### src/lsmc_defines.svh
/*
  timing counts, field codes and reset values of the light sensor measurement control.
  assumes a 125 MHz core clock; included by the watchdog and top design modules.
*/
`ifndef LSMC_DEFINES_SVH
`define LSMC_DEFINES_SVH

`define LSMC_CLK_MHZ          125
`define LSMC_TIMEOUT_MS       28
`define LSMC_INT_SHORT_MS     100
`define LSMC_INT_LONG_MS      800
`define LSMC_DATA_READY_MS    3
`define LSMC_ASSESS_MS        10
`define LSMC_CYC_PER_MS       (`LSMC_CLK_MHZ * 1000)
`define LSMC_TIMEOUT_CYC      (`LSMC_TIMEOUT_MS * `LSMC_CYC_PER_MS)
`define LSMC_INT_SHORT_CYC    (`LSMC_INT_SHORT_MS * `LSMC_CYC_PER_MS)
`define LSMC_INT_LONG_CYC     (`LSMC_INT_LONG_MS * `LSMC_CYC_PER_MS)
`define LSMC_DATA_READY_CYC   (`LSMC_DATA_READY_MS * `LSMC_CYC_PER_MS)
`define LSMC_ASSESS_CYC       (`LSMC_ASSESS_MS * `LSMC_CYC_PER_MS)

`define LSMC_RANGE_AUTO       4'hc
`define LSMC_RANGE_MAX        4'hb
`define LSMC_RANGE_RST        4'hc
`define LSMC_MODE_SHUTDOWN    2'h0
`define LSMC_MODE_SINGLE      2'h1
`define LSMC_MODE_CONT        2'h2
`define LSMC_MODE_CONT_ALT    2'h3
`define LSMC_LOW_THRESH       20'h20000
`define LSMC_VLOW_THRESH      20'h04000
`define LSMC_HIGH_THRESH      20'hc0000

`endif

### src/lsmc_pkg.sv
/*
  types of the light sensor measurement control.
  assumes lsmc_defines.svh is in the include path.
*/
package lsmc_pkg;
  typedef enum logic [2:0]
  {
    LSMC_IDLE    = 3'b000,
    LSMC_ASSESS  = 3'b001,
    LSMC_INTEG   = 3'b010,
    LSMC_SETTLE  = 3'b011,
    LSMC_DONE    = 3'b100
  } lsmc_state_t;
endpackage

### src/lsmc_bus_watchdog.sv
/*
  stuck-low bus clock watchdog: synchronises the pin and pulses a bus reset.
  assumes scl arrives asynchronously from the bus pin.
*/
`timescale 1ns/1ps
`include "lsmc_defines.svh"

module lsmc_bus_watchdog #(
  parameter int unsigned TIMEOUT_CYC = `LSMC_TIMEOUT_CYC
)(
  input  wire logic clk_i,        // core clock
  input  wire logic rst_i,        // synchronous reset
  input  wire logic scl_i,        // bus clock pin
  output logic      scl_o,        // filtered bus clock level
  output logic      bus_reset_o   // one-cycle bus state machine reset
);
  typedef struct packed
  {
    logic [2:0]  sync;
    logic        lvl;
    logic [31:0] cnt;
    logic        rst;
  } lsmc_wd_t;

  lsmc_wd_t wd_r;
  lsmc_wd_t wd_nxt;

  // refuse a timeout the counter cannot reach in a meaningful way
  if (TIMEOUT_CYC < 2)
    $error("timeout count too small");

  // three stage sync, level follows when stages two and three agree
  always_comb
  begin
    wd_nxt      = wd_r;
    wd_nxt.sync = {wd_r.sync[1:0], scl_i};
    wd_nxt.rst  = 1'b0;
    if (wd_r.sync[1] == wd_r.sync[2])
      wd_nxt.lvl = wd_r.sync[2];
    if (wd_r.lvl)
      wd_nxt.cnt = '0;
    else if (wd_r.cnt == TIMEOUT_CYC - 1)
    begin
      wd_nxt.rst = 1'b1;
      wd_nxt.cnt = '0;
    end
    else
      wd_nxt.cnt = wd_r.cnt + 32'h1;
  end

  // state register
  always_ff @(posedge clk_i)
  begin
    if (rst_i)
      wd_r <= '{sync: 3'h7, lvl: 1'b1, cnt: 32'h0, rst: 1'b0};
    else
      wd_r <= wd_nxt;
  end

  assign scl_o       = wd_r.lvl;
  assign bus_reset_o = wd_r.rst;
endmodule

### src/lsmc_top.sv
/*
  light sensor measurement sequencer: shutdown, single shot and continuous modes,
  two integration times, automatic range selection and result handover.
  assumes a bus slave elsewhere decodes config writes and reads the result ports;
  the analog front end supplies a converted count on adc_valid_i.
*/
`timescale 1ns/1ps
`include "lsmc_defines.svh"

// Operation
// - bus state machine resets after clock held low for 28 ms.
// - each measurement integrates for 100 ms or 800 ms.
// - conversion time select set to one chooses 800 ms.
// - range number field 1100b selects automatic range mode.
// - automatic mode picks next range itself from previous result.
// - after reset device is in shutdown, no measuring.
// - continuous and single-shot measurement modes are supported.
// - each completed measurement is presented as a lux result for reading; auto mode drops an overranged count below the top range.
// - writing mode 00 enters shutdown and stops conversions.
// - result readable no earlier than integration time plus 3 ms.
// - automatic mode starts with a 10 ms range assessment.
module lsmc_top #(
  parameter int unsigned TIMEOUT_CYC    = `LSMC_TIMEOUT_CYC,
  parameter int unsigned INT_SHORT_CYC  = `LSMC_INT_SHORT_CYC,
  parameter int unsigned INT_LONG_CYC   = `LSMC_INT_LONG_CYC,
  parameter int unsigned READY_CYC      = `LSMC_DATA_READY_CYC,
  parameter int unsigned ASSESS_CYC     = `LSMC_ASSESS_CYC
)(
  input  wire logic        clk_i,          // core clock, 125 MHz
  input  wire logic        rst_i,          // synchronous reset, active high
  input  wire logic        scl_i,          // bus clock pin
  input  wire logic        cfg_wr_i,       // config write strobe from bus slave
  input  wire logic [1:0]  mode_i,         // operating mode field
  input  wire logic        conversion_time_select_i, // 1 selects long integration
  input  wire logic [3:0]  range_number_field_i,     // full scale range or auto
  input  wire logic        adc_valid_i,    // front end count valid pulse
  input  wire logic [19:0] adc_count_i,    // front end count for active range
  output logic             integrate_o,    // front end integrating
  output logic [3:0]       active_range_o, // range used by front end
  output logic             bus_reset_o,    // bus state machine reset pulse
  output logic [1:0]       mode_o,         // current mode readback
  output logic [3:0]       result_exp_o,   // lux result exponent
  output logic [11:0]      result_mant_o,  // lux result mantissa
  output logic             result_ready_o  // new result flag, level
);
  typedef struct packed
  {
    lsmc_pkg::lsmc_state_t st;
    logic [1:0]  mode;
    logic        ct;
    logic [3:0]  rn;
    logic        ct_act;
    logic        auto_act;
    logic [3:0]  range;
    logic [31:0] cnt;
    logic [19:0] sample;
    logic [3:0]  exp;
    logic [11:0] mant;
    logic        ready;
    logic        go;
  } lsmc_core_t;

  lsmc_core_t s_r;
  lsmc_core_t s_nxt;

  // refuse counts the sequencer cannot serve: the long integration must outlast the short one
  if (INT_SHORT_CYC < 1 || INT_LONG_CYC <= INT_SHORT_CYC || READY_CYC < 1 || ASSESS_CYC < 1)
    $error("timing counts not usable");

  // next range from a finished count in automatic mode
  // up one step near full scale, down one or two when the count is low;
  // the bounds tests keep the range inside 0..11 whatever the count
  function automatic logic [3:0] lsmc_next_range(input logic [3:0] rng, input logic [19:0] c);
    logic [3:0] r;
    r = rng;
    if (c >= `LSMC_HIGH_THRESH && rng < `LSMC_RANGE_MAX)
      r = rng + 4'h1;
    else if (c < `LSMC_VLOW_THRESH && rng > 4'h1)
      r = rng - 4'h2;
    else if (c < `LSMC_LOW_THRESH && rng > 4'h0)
      r = rng - 4'h1;
    return r;
  endfunction

  // stuck clock watchdog
  // only the timeout pulse leaves it; the filtered clock level is not needed here
  lsmc_bus_watchdog #(
    .TIMEOUT_CYC (TIMEOUT_CYC)
  ) u_wd (
    .clk_i       (clk_i),
    .rst_i       (rst_i),
    .scl_i       (scl_i),
    .scl_o       (),
    .bus_reset_o (bus_reset_o)
  );

  // sequencer
  always_comb
  begin
    s_nxt = s_r;
    // a single-shot request left pending is harmless: every write rewrites it
    if (cfg_wr_i)
    begin
      s_nxt.mode = mode_i;
      s_nxt.ct   = conversion_time_select_i;
      s_nxt.rn   = range_number_field_i;
      s_nxt.go   = (mode_i == `LSMC_MODE_SINGLE);
    end
    case (s_r.st)
      // idle: latch the settings for this conversion; later writes wait for the next start
      lsmc_pkg::LSMC_IDLE:
      begin
        if (s_r.mode != `LSMC_MODE_SHUTDOWN && (s_r.mode != `LSMC_MODE_SINGLE || s_r.go))
        begin
          s_nxt.go       = 1'b0;
          s_nxt.ct_act   = s_r.ct;
          s_nxt.auto_act = (s_r.rn == `LSMC_RANGE_AUTO);
          s_nxt.cnt      = '0;
          // first start in auto mode runs the short assessment at the top range
          if (s_r.rn == `LSMC_RANGE_AUTO && !s_r.auto_act)
          begin
            s_nxt.range = `LSMC_RANGE_MAX;
            s_nxt.st    = lsmc_pkg::LSMC_ASSESS;
          end
          else
          begin
            if (s_r.rn != `LSMC_RANGE_AUTO)
              s_nxt.range = (s_r.rn > `LSMC_RANGE_MAX) ? `LSMC_RANGE_MAX : s_r.rn;
            s_nxt.st = lsmc_pkg::LSMC_INTEG;
          end
        end
      end
      // assessment: keep the last count, then pick the range from the bottom up
      lsmc_pkg::LSMC_ASSESS:
      begin
        s_nxt.cnt = s_r.cnt + 32'h1;
        if (adc_valid_i)
          s_nxt.sample = adc_count_i;
        if (s_r.cnt == ASSESS_CYC - 1)
        begin
          s_nxt.range = lsmc_next_range(4'h0, s_r.sample);
          s_nxt.cnt   = '0;
          s_nxt.st    = lsmc_pkg::LSMC_INTEG;
        end
      end
      // integration: the last valid front end count of the window is kept
      lsmc_pkg::LSMC_INTEG:
      begin
        s_nxt.cnt = s_r.cnt + 32'h1;
        if (adc_valid_i)
          s_nxt.sample = adc_count_i;
        if (s_r.cnt == (s_r.ct_act ? INT_LONG_CYC : INT_SHORT_CYC) - 1)
        begin
          s_nxt.cnt = '0;
          s_nxt.st  = lsmc_pkg::LSMC_SETTLE;
        end
      end
      // settle: hold the result back for the data ready time
      lsmc_pkg::LSMC_SETTLE:
      begin
        s_nxt.cnt = s_r.cnt + 32'h1;
        if (s_r.cnt == READY_CYC - 1)
        begin
          s_nxt.cnt = '0;
          // an overranged count in auto mode below the top range is dropped and retaken one range higher
          if (s_r.auto_act && s_r.sample == 20'hfffff && s_r.range < `LSMC_RANGE_MAX)
          begin
            s_nxt.range = s_r.range + 4'h1;                  // overrange: retake, not reported
            s_nxt.st    = lsmc_pkg::LSMC_INTEG;
          end
          else
            s_nxt.st = lsmc_pkg::LSMC_DONE;
        end
      end
      // done: publish the result; single shot falls back to shutdown unless a write lands now
      lsmc_pkg::LSMC_DONE:
      begin
        s_nxt.exp   = s_r.range;
        s_nxt.mant  = s_r.sample[19:8];
        s_nxt.ready = 1'b1;
        if (s_r.auto_act)
          s_nxt.range = lsmc_next_range(s_r.range, s_r.sample);
        if (s_r.mode == `LSMC_MODE_SINGLE)
          s_nxt.mode = cfg_wr_i ? mode_i : `LSMC_MODE_SHUTDOWN;
        s_nxt.st = lsmc_pkg::LSMC_IDLE;
      end
      default:
        s_nxt.st = lsmc_pkg::LSMC_IDLE;
    endcase
    // shutdown write aborts any conversion
    if (cfg_wr_i && mode_i == `LSMC_MODE_SHUTDOWN)
    begin
      s_nxt.st       = lsmc_pkg::LSMC_IDLE;
      s_nxt.cnt      = '0;
      s_nxt.auto_act = 1'b0;
    end
    // a read of the result through the bus clock activity is not tracked; a new config write clears ready, except in the done cycle
    if (cfg_wr_i && s_r.st != lsmc_pkg::LSMC_DONE)
      s_nxt.ready = 1'b0;
  end

  // state register, shutdown after reset
  always_ff @(posedge clk_i)
  begin
    if (rst_i)
      s_r <= '{st: lsmc_pkg::LSMC_IDLE, mode: `LSMC_MODE_SHUTDOWN, ct: 1'b0, rn: `LSMC_RANGE_RST,
               ct_act: 1'b0, auto_act: 1'b0, range: `LSMC_RANGE_MAX, cnt: 32'h0, sample: 20'h0,
               exp: 4'h0, mant: 12'h0, ready: 1'b0, go: 1'b0};
    else
      s_r <= s_nxt;
  end

  // outputs
  // the front end runs in assessment as well as in integration
  assign integrate_o    = (s_r.st == lsmc_pkg::LSMC_INTEG) || (s_r.st == lsmc_pkg::LSMC_ASSESS);
  assign active_range_o = s_r.range;
  assign mode_o         = s_r.mode;
  assign result_exp_o   = s_r.exp;
  assign result_mant_o  = s_r.mant;
  assign result_ready_o = s_r.ready;
endmodule

### config.mk
export PLATFORM = sky130hd
export DESIGN_NAME = lsmc_top
export DESIGN_NICKNAME = d
export VERILOG_FILES = /design/src/lsmc_pkg.sv /design/src/lsmc_bus_watchdog.sv /design/src/lsmc_top.sv
export VERILOG_INCLUDE_DIRS = /design/src
export SDC_FILE = /design/constraint.sdc
export NUM_CORES = 1
export LEC_CHECK = 0
export BUFFER_PORTS_ARGS = -buffer_cell sky130_fd_sc_hd__buf_2
export CAP_MARGIN = 0
export CORE_MARGIN = 5
export CORE_UTILIZATION = 61
export CTS_BUF_LIST = sky130_fd_sc_hd__clkbuf_8
export DETAILED_ROUTE_END_ITERATION = 8
export PLACE_DENSITY = 0.8
export SYNTH_ARGS = -nofsm -noshare
export SYNTH_HDL_FRONTEND = slang
export SYNTH_SLANG_ARGS = --single-unit
### constraint.sdc
create_clock -name clk_i -period 2.8 [get_ports clk_i]
set_input_delay 0.14 -clock clk_i [delete_from_list [all_inputs] [get_ports clk_i]]
set_output_delay 0.14 -clock clk_i [all_outputs]
set_load 0.01 [all_outputs]
==> impl_metrics.tcl, run 1 <==
set metrics [dict create \
    status "finished clean" \
    drc_errors 0 \
    grt_use_total_pct 26.43 \
    ant_nets 0 \
    grt_overflow 0 \
    io_buffers 56 \
    yosysUniqueCellTypes 57 \
    clock_sinks 123 \
    finalCritPeriodShare_pct 90.98 \
    cp-startpoint "s_r[38]" \
    netlist.area_leader.share_pct 42.00 \
    area_growth_pct 15.92 \
    seq_area_frac_synth_pct 42.00 \
    hold_viol 0 \
    fp-row-count 35 \
    postSynthCellCount 737 \
    synth-async-reset-ratio_pct 0 \
    worstReg2RegStart "s_r[38]" \
    yosys.area.top_type "dfxtp_1" \
    timing.critical_path.arrival_ns 2.85 \
    synth.avg_cell_area_um2 7.955 \
    path_clk_slew_ns 0.07 \
    drt_wl_total_um 14580 \
    route.vias.total 5394 \
    slew_headroom_pct 53.07 \
    grt_start_max_net_pins 53 \
    hpwl_um 9969 \
    rsz0062_at_grt "false" \
    fin_area_um2 6797 \
    synth-seq-cells 123 \
    diodes 0 \
    grt_antenna_before_repair 0 \
    totalNegativeSetupSlack_ns 0 \
    h-tree-depth 4 \
    finalCriticalPeriod_ns 2.547 \
    yosysWarningCount 0 \
    syn_nets 778 \
    skew_ns 0.009207 \
    met1_length_um 6361 \
    peakVddDrop_mv 0.6542 \
    synth-main-ff-cell "dfxtp_1" \
    synth-edff-count 0 \
    hp-start "rst_i" \
    routabilityCongestion 0.8787 \
    dr_wl_met2_um 7185 \
    drv_cap 0 \
    dieHeight_um 108.0 \
    netlist_area_um2 5863 \
    power.density_nw_per_um2 568.0 \
    io_pins 57 \
    cp-start-kind "flop" \
    drive_gt1_share_pct 14.02 \
    wire_per_inst_um 15.48 \
    cts_made_buffers 17 \
    path_max_fanout 6 \
    initial_core_util_pct 62.86 \
    worstPathRequired_ns 3.11 \
    hold_class "in2reg" \
    root_buffer "clkbuf_8" \
    final_cell_mix "nand2_1, dfxtp_1, nor2_1" \
    clkLatencyLatePin_ns 0.44 \
    path_class "reg2reg" \
    vias_per_cell 5.726 \
    placed_area_um2 6106 \
    dr_wl_met3_um 736 \
    die-area_um2 11670 \
    final_common_cell "nand2_1" \
    dieWidth_um 108.0 \
    total_power_mw 3.861 \
    fin_nets 841 \
    finalSetupViolCount 0 \
    slew_viol_final 0 \
    drt-initial-drc-count 450 \
    tightest_slew_ns 0.7040 \
    routed.top_layer "met4" \
    cts_tree "built" \
    cp-end-kind "flop" \
    dr.pass1.iters 5 \
    clockBufferDepth 2 \
    grt_pass1_vias 5185 \
    synthTopCellsByArea "dfxtp_1, nand2_1, nor2_1" \
    p_leak_nw 2.417 \
    fmax_mhz 392.6 \
    grt_pass1_wl_um 24650 \
    fp.coreArea_um2 9328 \
]
kinds of logic after synthesis:
logic type | count (synthesis) | synth area share (%)
simple gates | 363 | 28.92
flops | 123 | 42.00
compound gates | 112 | 11.87
buf+inv | 69 | 6.018
xor+xnor | 53 | 7.917
fa+ha+maj | 9 | 1.921
mux | 8 | 1.366
stage by stage:
stage	worst slack (ns)	utilization, %	instances	hold slack [ns]
after floorplan	0.4431	-	737	0.2438
after global placement	0.2880	65.46	881	0.3573
after detailed placement	0.1984	65.46	881	0.3549
after CTS	0.1852	72.70	941	0.05741
after global routing	0.09808	72.86	942	0.09523
final	0.2526	72.86	942	0.08272
synth_stat cells (2+ instances only):
cell type,number
mux2i_1,8
buf_2,3
nand2_1,128
and4_1,2
nor3_1,17
and2_1,2
a211oi_1,2
nor4bb_1,3
a21o_1,2
o31ai_1,3
a21oi_1,52
o211ai_1,6
clkbuf_1,26
nor2_1,92
o311ai_0,2
nand2b_1,2
or4_1,6
or3_1,11
or2_2,5
inv_1,15
and3_1,14
o221ai_1,2
nand3b_1,2
xnor2_1,24
ha_1,9
nand4_1,24
a22oi_1,2
o21a_1,3
buf_1,2
o21ai_1,2
nor4_1,10
nor2b_1,2
xor2_1,29
dfxtp_1,123
a31oi_1,3
nand3_1,37
buf_4,22
o21ai_0,21
where the power goes:
group | internal [mW] | switching [mW] | total [mW]
clock network | 0.815 | 0.738 | 1.55
logic | 0.181 | 0.271 | 0.453
registers | 1.80 | 0.0581 | 1.85
total | 2.79 | 1.07 | 3.86
sequential cells by signal, indices dropped and copies added (netlist names), named ones only:
name	count
s_r	63
u_wd.wd_r	33
result_mant_o	12
active_range_o	4
result_exp_o	4
u_wd.wd_nxt	2
mode_o	1
result_ready_o	1
u_wd.bus_reset_o	1
u_wd.scl_o	1
final cells by class:
type                            instances  area [µm²]
Inverter                               15       56.30
Tap cell                              129       161.4
Clock inverter                         14       147.6
Timing Repair Buffer                   98       665.6
Fill cell                             717        2531
Clock buffer                           18       247.7
Sequential cell                       123        2462
Multi-Input combinational cell        545        3055
worst paths after layout:
check | end | slack [ns] | depth (start not counted)
setup / recovery | active_range_o[2] | 0.25 | 9
hold / removal | s_r[79] | 0.08 | 3
setup reg to reg | active_range_o[2] | 0.25 | 9
hold reg to reg | u_wd.wd_nxt[36] | 0.43 | 1
layer usage:
| layer | track usage, % | vias up |
|---|---|---|
| met5 | 0 | - |
| met4 | 8.747 | 0 |
| met3 | 6.448 | 26 |
| met2 | 44.32 | 158 |
| met1 | 33.41 | 2563 |
| li1 | - | 2647 |
what timing repair did:
action                                  in CTS  in global routing
endpoints found under the setup margin       0                  2
hold buffers                                28                  0
buffers inserted                             0                  1
gates resized for setup                      0                  1
hold endpoints to repair                    28                  0
worst max-delay path, stage by stage, from the launching register on:
cell	delay, ns
dfxtp_1	0.39
ha_1	0.21
and3_1	0.31
nand3_1	0.19
o32ai_2	0.37
a21oi_2	0.13
a2111oi_4	0.40
buf_4	0.21
o21a_1	0.13
o31ai_1	0.06
Power figures use the tool's default switching activity.
==> run 2, diff against run 1 <==
--- a/config.mk
+++ b/config.mk
@@ -7,12 +7,13 @@
 export NUM_CORES = 1
 export LEC_CHECK = 0
 export BUFFER_PORTS_ARGS = -buffer_cell sky130_fd_sc_hd__buf_2
-export CAP_MARGIN = 0
+export CAP_MARGIN = 25
 export CORE_MARGIN = 5
-export CORE_UTILIZATION = 61
+export CORE_UTILIZATION = 62
 export CTS_BUF_LIST = sky130_fd_sc_hd__clkbuf_8
 export DETAILED_ROUTE_END_ITERATION = 8
-export PLACE_DENSITY = 0.8
+export PLACE_DENSITY = 0.81
 export SYNTH_ARGS = -nofsm -noshare
 export SYNTH_HDL_FRONTEND = slang
+export SYNTH_HIERARCHICAL = 1
 export SYNTH_SLANG_ARGS = --single-unit
==> impl_metrics.tcl, run 2 <==
set metrics [dict create \
    clkLatencyLatePin_ns 0.44 \
    cp-start-kind "flop" \
    h-tree-depth 4 \
    drive_gt1_share_pct 16.46 \
    largest_register_ffs 63 \
    path_class "reg2reg" \
    yosys.area.top_type "dfxtp_1" \
    initial_core_util_pct 64.10 \
    peakVddDrop_mv 0.3341 \
    timing.critical_path.arrival_ns 2.79 \
    synth-seq-cells 123 \
    synth.avg_cell_area_um2 8.557 \
    skew_ns 0.007962 \
    hold_class "in2reg" \
    hold_viol 0 \
    synthTopCellsByArea "dfxtp_1, nor2_1, nand2_1" \
    finalCriticalPeriod_ns 2.484 \
    postSynthCellCount 739 \
    fp.coreArea_um2 9864 \
    p_leak_nw 2.551 \
    fin_nets 842 \
    r2r_setup_slack_ns 0.32 \
    area_growth_pct 13.43 \
    worstPathRequired_ns 3.11 \
    ant_nets 0 \
    grt_overflow 0 \
    netlist.area_leader.share_pct 38.94 \
    cts_tree "built" \
    root_buffer "clkbuf_8" \
    min_delay_path_depth 2 \
    path_max_fanout 8 \
    status "finished clean" \
    slew_viol_final 0 \
    hpwl_um 10560 \
    io_buffers 56 \
    clockBufferDepth 2 \
    yosysUniqueCellTypes 77 \
    drv_cap 0 \
    place_inst 887 \
    dieWidth_um 111.0 \
    routabilityCongestion 0.9390 \
    drt-initial-drc-count 525 \
    clock_sinks 123 \
    fin_area_um2 7173 \
    totalNegativeSetupSlack_ns 0 \
    rsz0062_at_grt "false" \
    netlist_area_um2 6324 \
    final_common_cell "dfxtp_1" \
    hold_end "s_r[77]" \
    path_clk_slew_ns 0.07 \
    placed_area_um2 6494 \
    die-area_um2 12320 \
    route.vias.total 5862 \
    synth.most_common_cell "dfxtp_1" \
    final_cell_mix "dfxtp_1, nor2_1, nand2_1" \
    dieHeight_um 111.0 \
    grt_start_max_net_pins 43 \
    grt_use_total_pct 26.07 \
    final_cells 947 \
    finalSetupViolCount 0 \
    cts_made_buffers 17 \
    tightest_slew_ns 0.7886 \
    worstReg2RegStart "active_range_o[0]" \
    dr.pass1.iters 6 \
    wire_per_inst_um 16.78 \
    diodes 0 \
    grt_pass1_wl_um 26740 \
    power.density_nw_per_um2 592.0 \
    top_register "s_r" \
    synth-async-reset-ratio_pct 0 \
    seq_area_frac_synth_pct 38.94 \
    fp-row-count 36 \
    slew_headroom_pct 46.76 \
    vias_per_cell 6.190 \
    drc_errors 0 \
    r2r_cells 8 \
    grt_antenna_before_repair 0 \
    drt_wl_total_um 15890 \
    yosysWarningCount 6 \
    finalCritPeriodShare_pct 88.70 \
    io_pins 57 \
    hp-start "rst_i" \
    r2r-end "active_range_o[0]" \
    synth-main-ff-cell "dfxtp_1" \
    synth-edff-count 0 \
    grt_pass1_vias 5623 \
    cp-end-kind "flop" \
    synthTopCellsByCount "dfxtp_1, nor2_1, nand2_1" \
    fmax_mhz 402.7 \
    syn_nets 780 \
]
## run 2: power by group
part           leakage [nW]  switching [mW]  internal, mW
combinational          1.36           0.458         0.301
clock                 0.195           0.708         0.852
sequential            0.995          0.0989          1.83
total                  2.55            1.26          2.98
## run 2: cells by family (layout without fill, tap and decap cells)
| family | after synthesis | count (layout) | share of synthesized area (%) |
|---|---|---|---|
| AOI/OAI and AO/OA | 120 | 120 | 12.98 |
| and+or+nand+nor | 350 | 350 | 29.24 |
| buffers and inverters | 66 | 141 | 6.589 |
| muxes | 30 | 30 | 4.788 |
| xor gates and xnor gates | 41 | 41 | 5.679 |
| adders and majority gates | 9 | 9 | 1.781 |
| DFF | 123 | 123 | 38.94 |
## run 2: critical path, cell delays in order, from the launching register on
cell       delay (ns)
dfxtp_1          0.48
inv_1            0.14
ha_1             0.24
nor2_1           0.14
o311a_1          0.23
a2111oi_0        0.09
a211oi_1         0.64
and2_1           0.27
a41oi_1          0.12
## run 2: layout make-up
| type | count | area [µm²] |
|---|---|---|
| Sequential cell | 123 | 2462 |
| Clock inverter | 12 | 123.9 |
| Tap cell | 133 | 166.4 |
| Inverter | 14 | 52.55 |
| Clock buffer | 20 | 275.3 |
| Timing Repair Buffer | 95 | 643.1 |
| Fill cell | 718 | 2691 |
| Multi-Input combinational cell | 550 | 3450 |
## run 2: worst max-delay path by stage
stage                 startpoint                end  slack, ns
3_5_place_dp   active_range_o[0]  active_range_o[0]       0.39
4_1_cts        active_range_o[0]  active_range_o[0]       0.38
5_1_grt        active_range_o[0]  active_range_o[0]       0.11
3_3_place_gp   active_range_o[0]  active_range_o[0]       0.44
6_report       active_range_o[0]  active_range_o[0]       0.32
2_1_floorplan            s_r[49]            s_r[47]       0.61
## run 2: per-stage QoR
step	total power, mW	worst slack, ns	hold WS [ns]	util (%)
2_1_floorplan	2.516	0.6143	0.2438	-
3_3_place_gp	2.628	0.4433	0.3265	65.83
3_5_place_dp	2.654	0.3944	0.3278	65.83
4_1_cts	4.235	0.3777	0.02100	72.72
5_1_grt	4.420	0.1126	0.04852	72.72
6_report	4.246	0.3165	0.04342	72.72
## run 2: per-layer routing
metal	share of wire (%)	vias to the layer above	wire length [µm]	GRT usage (%)
met5	0	-	0	0
met4	2.9	0	456	11.33
met3	7.6	42	1214	5.895
met2	48	266	7561	43.12
met1	42	2771	6657	32.54
li1	-	2783	-	-
## run 2: what timing repair did
item,in CTS,in global routing
endpoints found under the hold margin,28,0
endpoints found under the setup margin,0,0
hold buffers,28,0
gates resized for setup,0,0
buffers inserted,0,0
==> run 3, diff against run 2 <==
--- a/config.mk
+++ b/config.mk
@@ -6,10 +6,12 @@
 export SDC_FILE = /design/constraint.sdc
 export NUM_CORES = 1
 export LEC_CHECK = 0
+export ABC_AREA = 1
 export BUFFER_PORTS_ARGS = -buffer_cell sky130_fd_sc_hd__buf_2
 export CAP_MARGIN = 25
+export CORE_ASPECT_RATIO = 2
 export CORE_MARGIN = 5
-export CORE_UTILIZATION = 62
+export CORE_UTILIZATION = 63
 export CTS_BUF_LIST = sky130_fd_sc_hd__clkbuf_8
 export DETAILED_ROUTE_END_ITERATION = 8
 export PLACE_DENSITY = 0.81
==> impl_metrics.tcl, run 3 <==
set metrics [dict create \
    path_max_fanout 11 \
    grt_antenna_before_repair 0 \
    postSynthCellCount 1163 \
    synthTopCellsByCount "nand2_1, nor2_1, dfxtp_1" \
    root_buffer "clkbuf_8" \
    yosysUniqueCellTypes 35 \
    clkLatencyLatePin_ns 0.45 \
    io_buffers 56 \
    fmax_mhz 459.7 \
    finalSetupViolCount 0 \
    initial_core_util_pct 63.99 \
    worstPathRequired_ns 3.12 \
    largest_register_ffs 63 \
    drv_cap 0 \
    routabilityCongestion 0.9645 \
    cts_tree "built" \
    dieHeight_um 161.4 \
    die-area_um2 13830 \
    r2r_setup_slack_ns 0.62 \
    clock_sinks 123 \
    final_cell_mix "nand2_1, nor2_1, dfxtp_1" \
    hp-start "rst_i" \
    fin_nets 1266 \
    met2_usage_pct 55.28 \
    cp-end-kind "flop" \
    hold_end "mode_o[0]" \
    p_leak_nw 3.339 \
    worstReg2RegStart "s_r[38]" \
    grt_use_met3_pct 5.462 \
    area_growth_pct 11.73 \
    timing.critical_path.arrival_ns 2.50 \
    drc_errors 0 \
    synth.avg_cell_area_um2 6.210 \
    tightest_slew_ns 0.8052 \
    p_sw_share_pct 38.95 \
    min_delay_path_depth 2 \
    rsz0062_at_grt "false" \
    totalNegativeSetupSlack_ns 0 \
    finalCriticalPeriod_ns 2.176 \
    peakVddDrop_mv 0.5039 \
    netlist_area_um2 7222 \
    path_class "reg2reg" \
    synth-edff-count 0 \
    h-tree-depth 4 \
    yosys.area.top_type "dfxtp_1" \
    synth-seq-cells 123 \
    io_pins 57 \
    drive_gt1_share_pct 11.95 \
    cp-start-kind "flop" \
    dr.pass1.iters 5 \
    grt_pass1_vias 7398 \
    synthTopCellsByArea "dfxtp_1, nand2_1, nor2_1" \
    drt-initial-drc-count 440 \
    hold_viol 0 \
    grt_pass1_wl_um 33090 \
    clockBufferDepth 2 \
    clkPwrFrac_pct 31.7 \
    power_frac_seq_pct 42.2 \
    final_common_cell "nand2_1" \
    top_register "s_r" \
    slew_headroom_pct 46.26 \
    hold_class "in2reg" \
    finalCritPeriodShare_pct 77.70 \
    busiest_layer "met2" \
    grt_start_max_net_pins 33 \
    power_frac_comb_pct 26.1 \
    r2r_cells 12 \
    whs_ns 0.01242 \
    post_cts_buffers 0 \
    n_fill_cell 989 \
    dieWidth_um 85.71 \
    power.density_nw_per_um2 605.7 \
    slew_viol_final 0 \
    skew_ns 0.01423 \
    cts_made_buffers 17 \
    fp-row-count 55 \
    syn_nets 1204 \
    status "finished clean" \
    ant_nets 0 \
    vias_per_cell 5.382 \
    yosysWarningCount 6 \
    synth-async-reset-ratio_pct 0 \
    fp.coreArea_um2 11290 \
    intPower_mw 2.984 \
    path_clk_slew_ns 0.09 \
    route.vias.total 7427 \
    diodes 0 \
    hpwl_um 14630 \
    seq_area_frac_synth_pct 34.10 \
    synth.most_common_cell "nand2_1" \
    netlist.area_leader.share_pct 34.10 \
    synth-main-ff-cell "dfxtp_1" \
    drt_wl_total_um 19590 \
    r2r-end "s_r[38]" \
    grt_overflow 0 \
    grtUsageMet1_pct 28.58 \
    grt_use_total_pct 29.46 \
    wire_per_inst_um 14.19 \
    p_switching_mw 1.904 \
    fin_util_pct 71.50 \
]
run 3: final cells by class:
type	count	area, µm²	share of cell area, %
tap	142	177.7	2.202
timing repair buffer	90	603.1	7.474
clock inverter	15	151.4	1.876
inverter	134	503.0	6.234
clock buffer	17	234.0	2.900
multi-input combinational	859	3938	48.80
sequential	123	2462	30.52
run 3: how the worst max path moves through the flow:
stage | from | to | slack (ns) | cells past startpoint
4_1_cts | s_r[38] | s_r[38] | 0.65 | 12
3_3_place_gp | active_range_o[0] | active_range_o[2] | 0.64 | 12
2_1_floorplan | active_range_o[0] | active_range_o[2] | 1.07 | 12
5_1_grt | active_range_o[0] | active_range_o[1] | 0.39 | 12
6_report | s_r[38] | s_r[38] | 0.62 | 12
3_5_place_dp | s_r[38] | s_r[38] | 0.66 | 12
run 3: logic make-up (layout without fill, tap and decap cells):
family,Yosys count,count (layout),synth area share [%]
AND/OR/NAND/NOR,723,723,42.07
buffers and inverters,181,256,11.38
flip-flops,123,123,34.10
AO/OA/AOI/OAI,95,95,7.017
XOR/XNOR,32,32,3.881
adder cells (fa/ha/maj),9,9,1.559
run 3: repair_timing:
action	in CTS	in global routing
resized for setup	0	0
endpoints found under the hold margin	27	0
endpoints found under the setup margin	0	0
hold buffers	27	0
run 3: metrics by stage:
step	setup slack, ns	instance area [µm²]	cells	total power [mW]
after floorplan	1.066	7222	1163	3.033
after global placement	0.6369	7413	1321	3.308
after detailed placement	0.6626	7413	1321	3.327
after CTS	0.6492	8069	1380	4.886
after global routing	0.3874	8069	1380	5.160
final	0.6245	8069	1380	4.888
run 3: worst max-delay path, cell delays in order, from the launching register on:
cell,delay (ns)
dfxtp_1,0.38
ha_1,0.18
nand2_1,0.08
nor2_1,0.14
nand2_1,0.07
nor2_1,0.17
nand2_1,0.11
nand2_1,0.10
nand2_2,0.09
inv_2,0.07
nand3_2,0.23
nand2_2,0.34
nor2_1,0.08
run 3: routing by layer:
layer  vias up  wire, µm
met5         -         0
met4         0      1172
met3        95       777
met2       235     10580
met1      3381      7053
li1       3716         -
run 3: power groups by stage:
| stage | sequential (mW) | clock, mW | combinational (mW) |
|---|---|---|---|
| after floorplan | 2.04 | 0 | 0.990 |
| after global placement | 2.09 | 0 | 1.22 |
| after detailed placement | 2.10 | 0 | 1.23 |
| after CTS | 2.06 | 1.56 | 1.26 |
| after global routing | 2.09 | 1.64 | 1.43 |
| final | 2.06 | 1.55 | 1.28 |
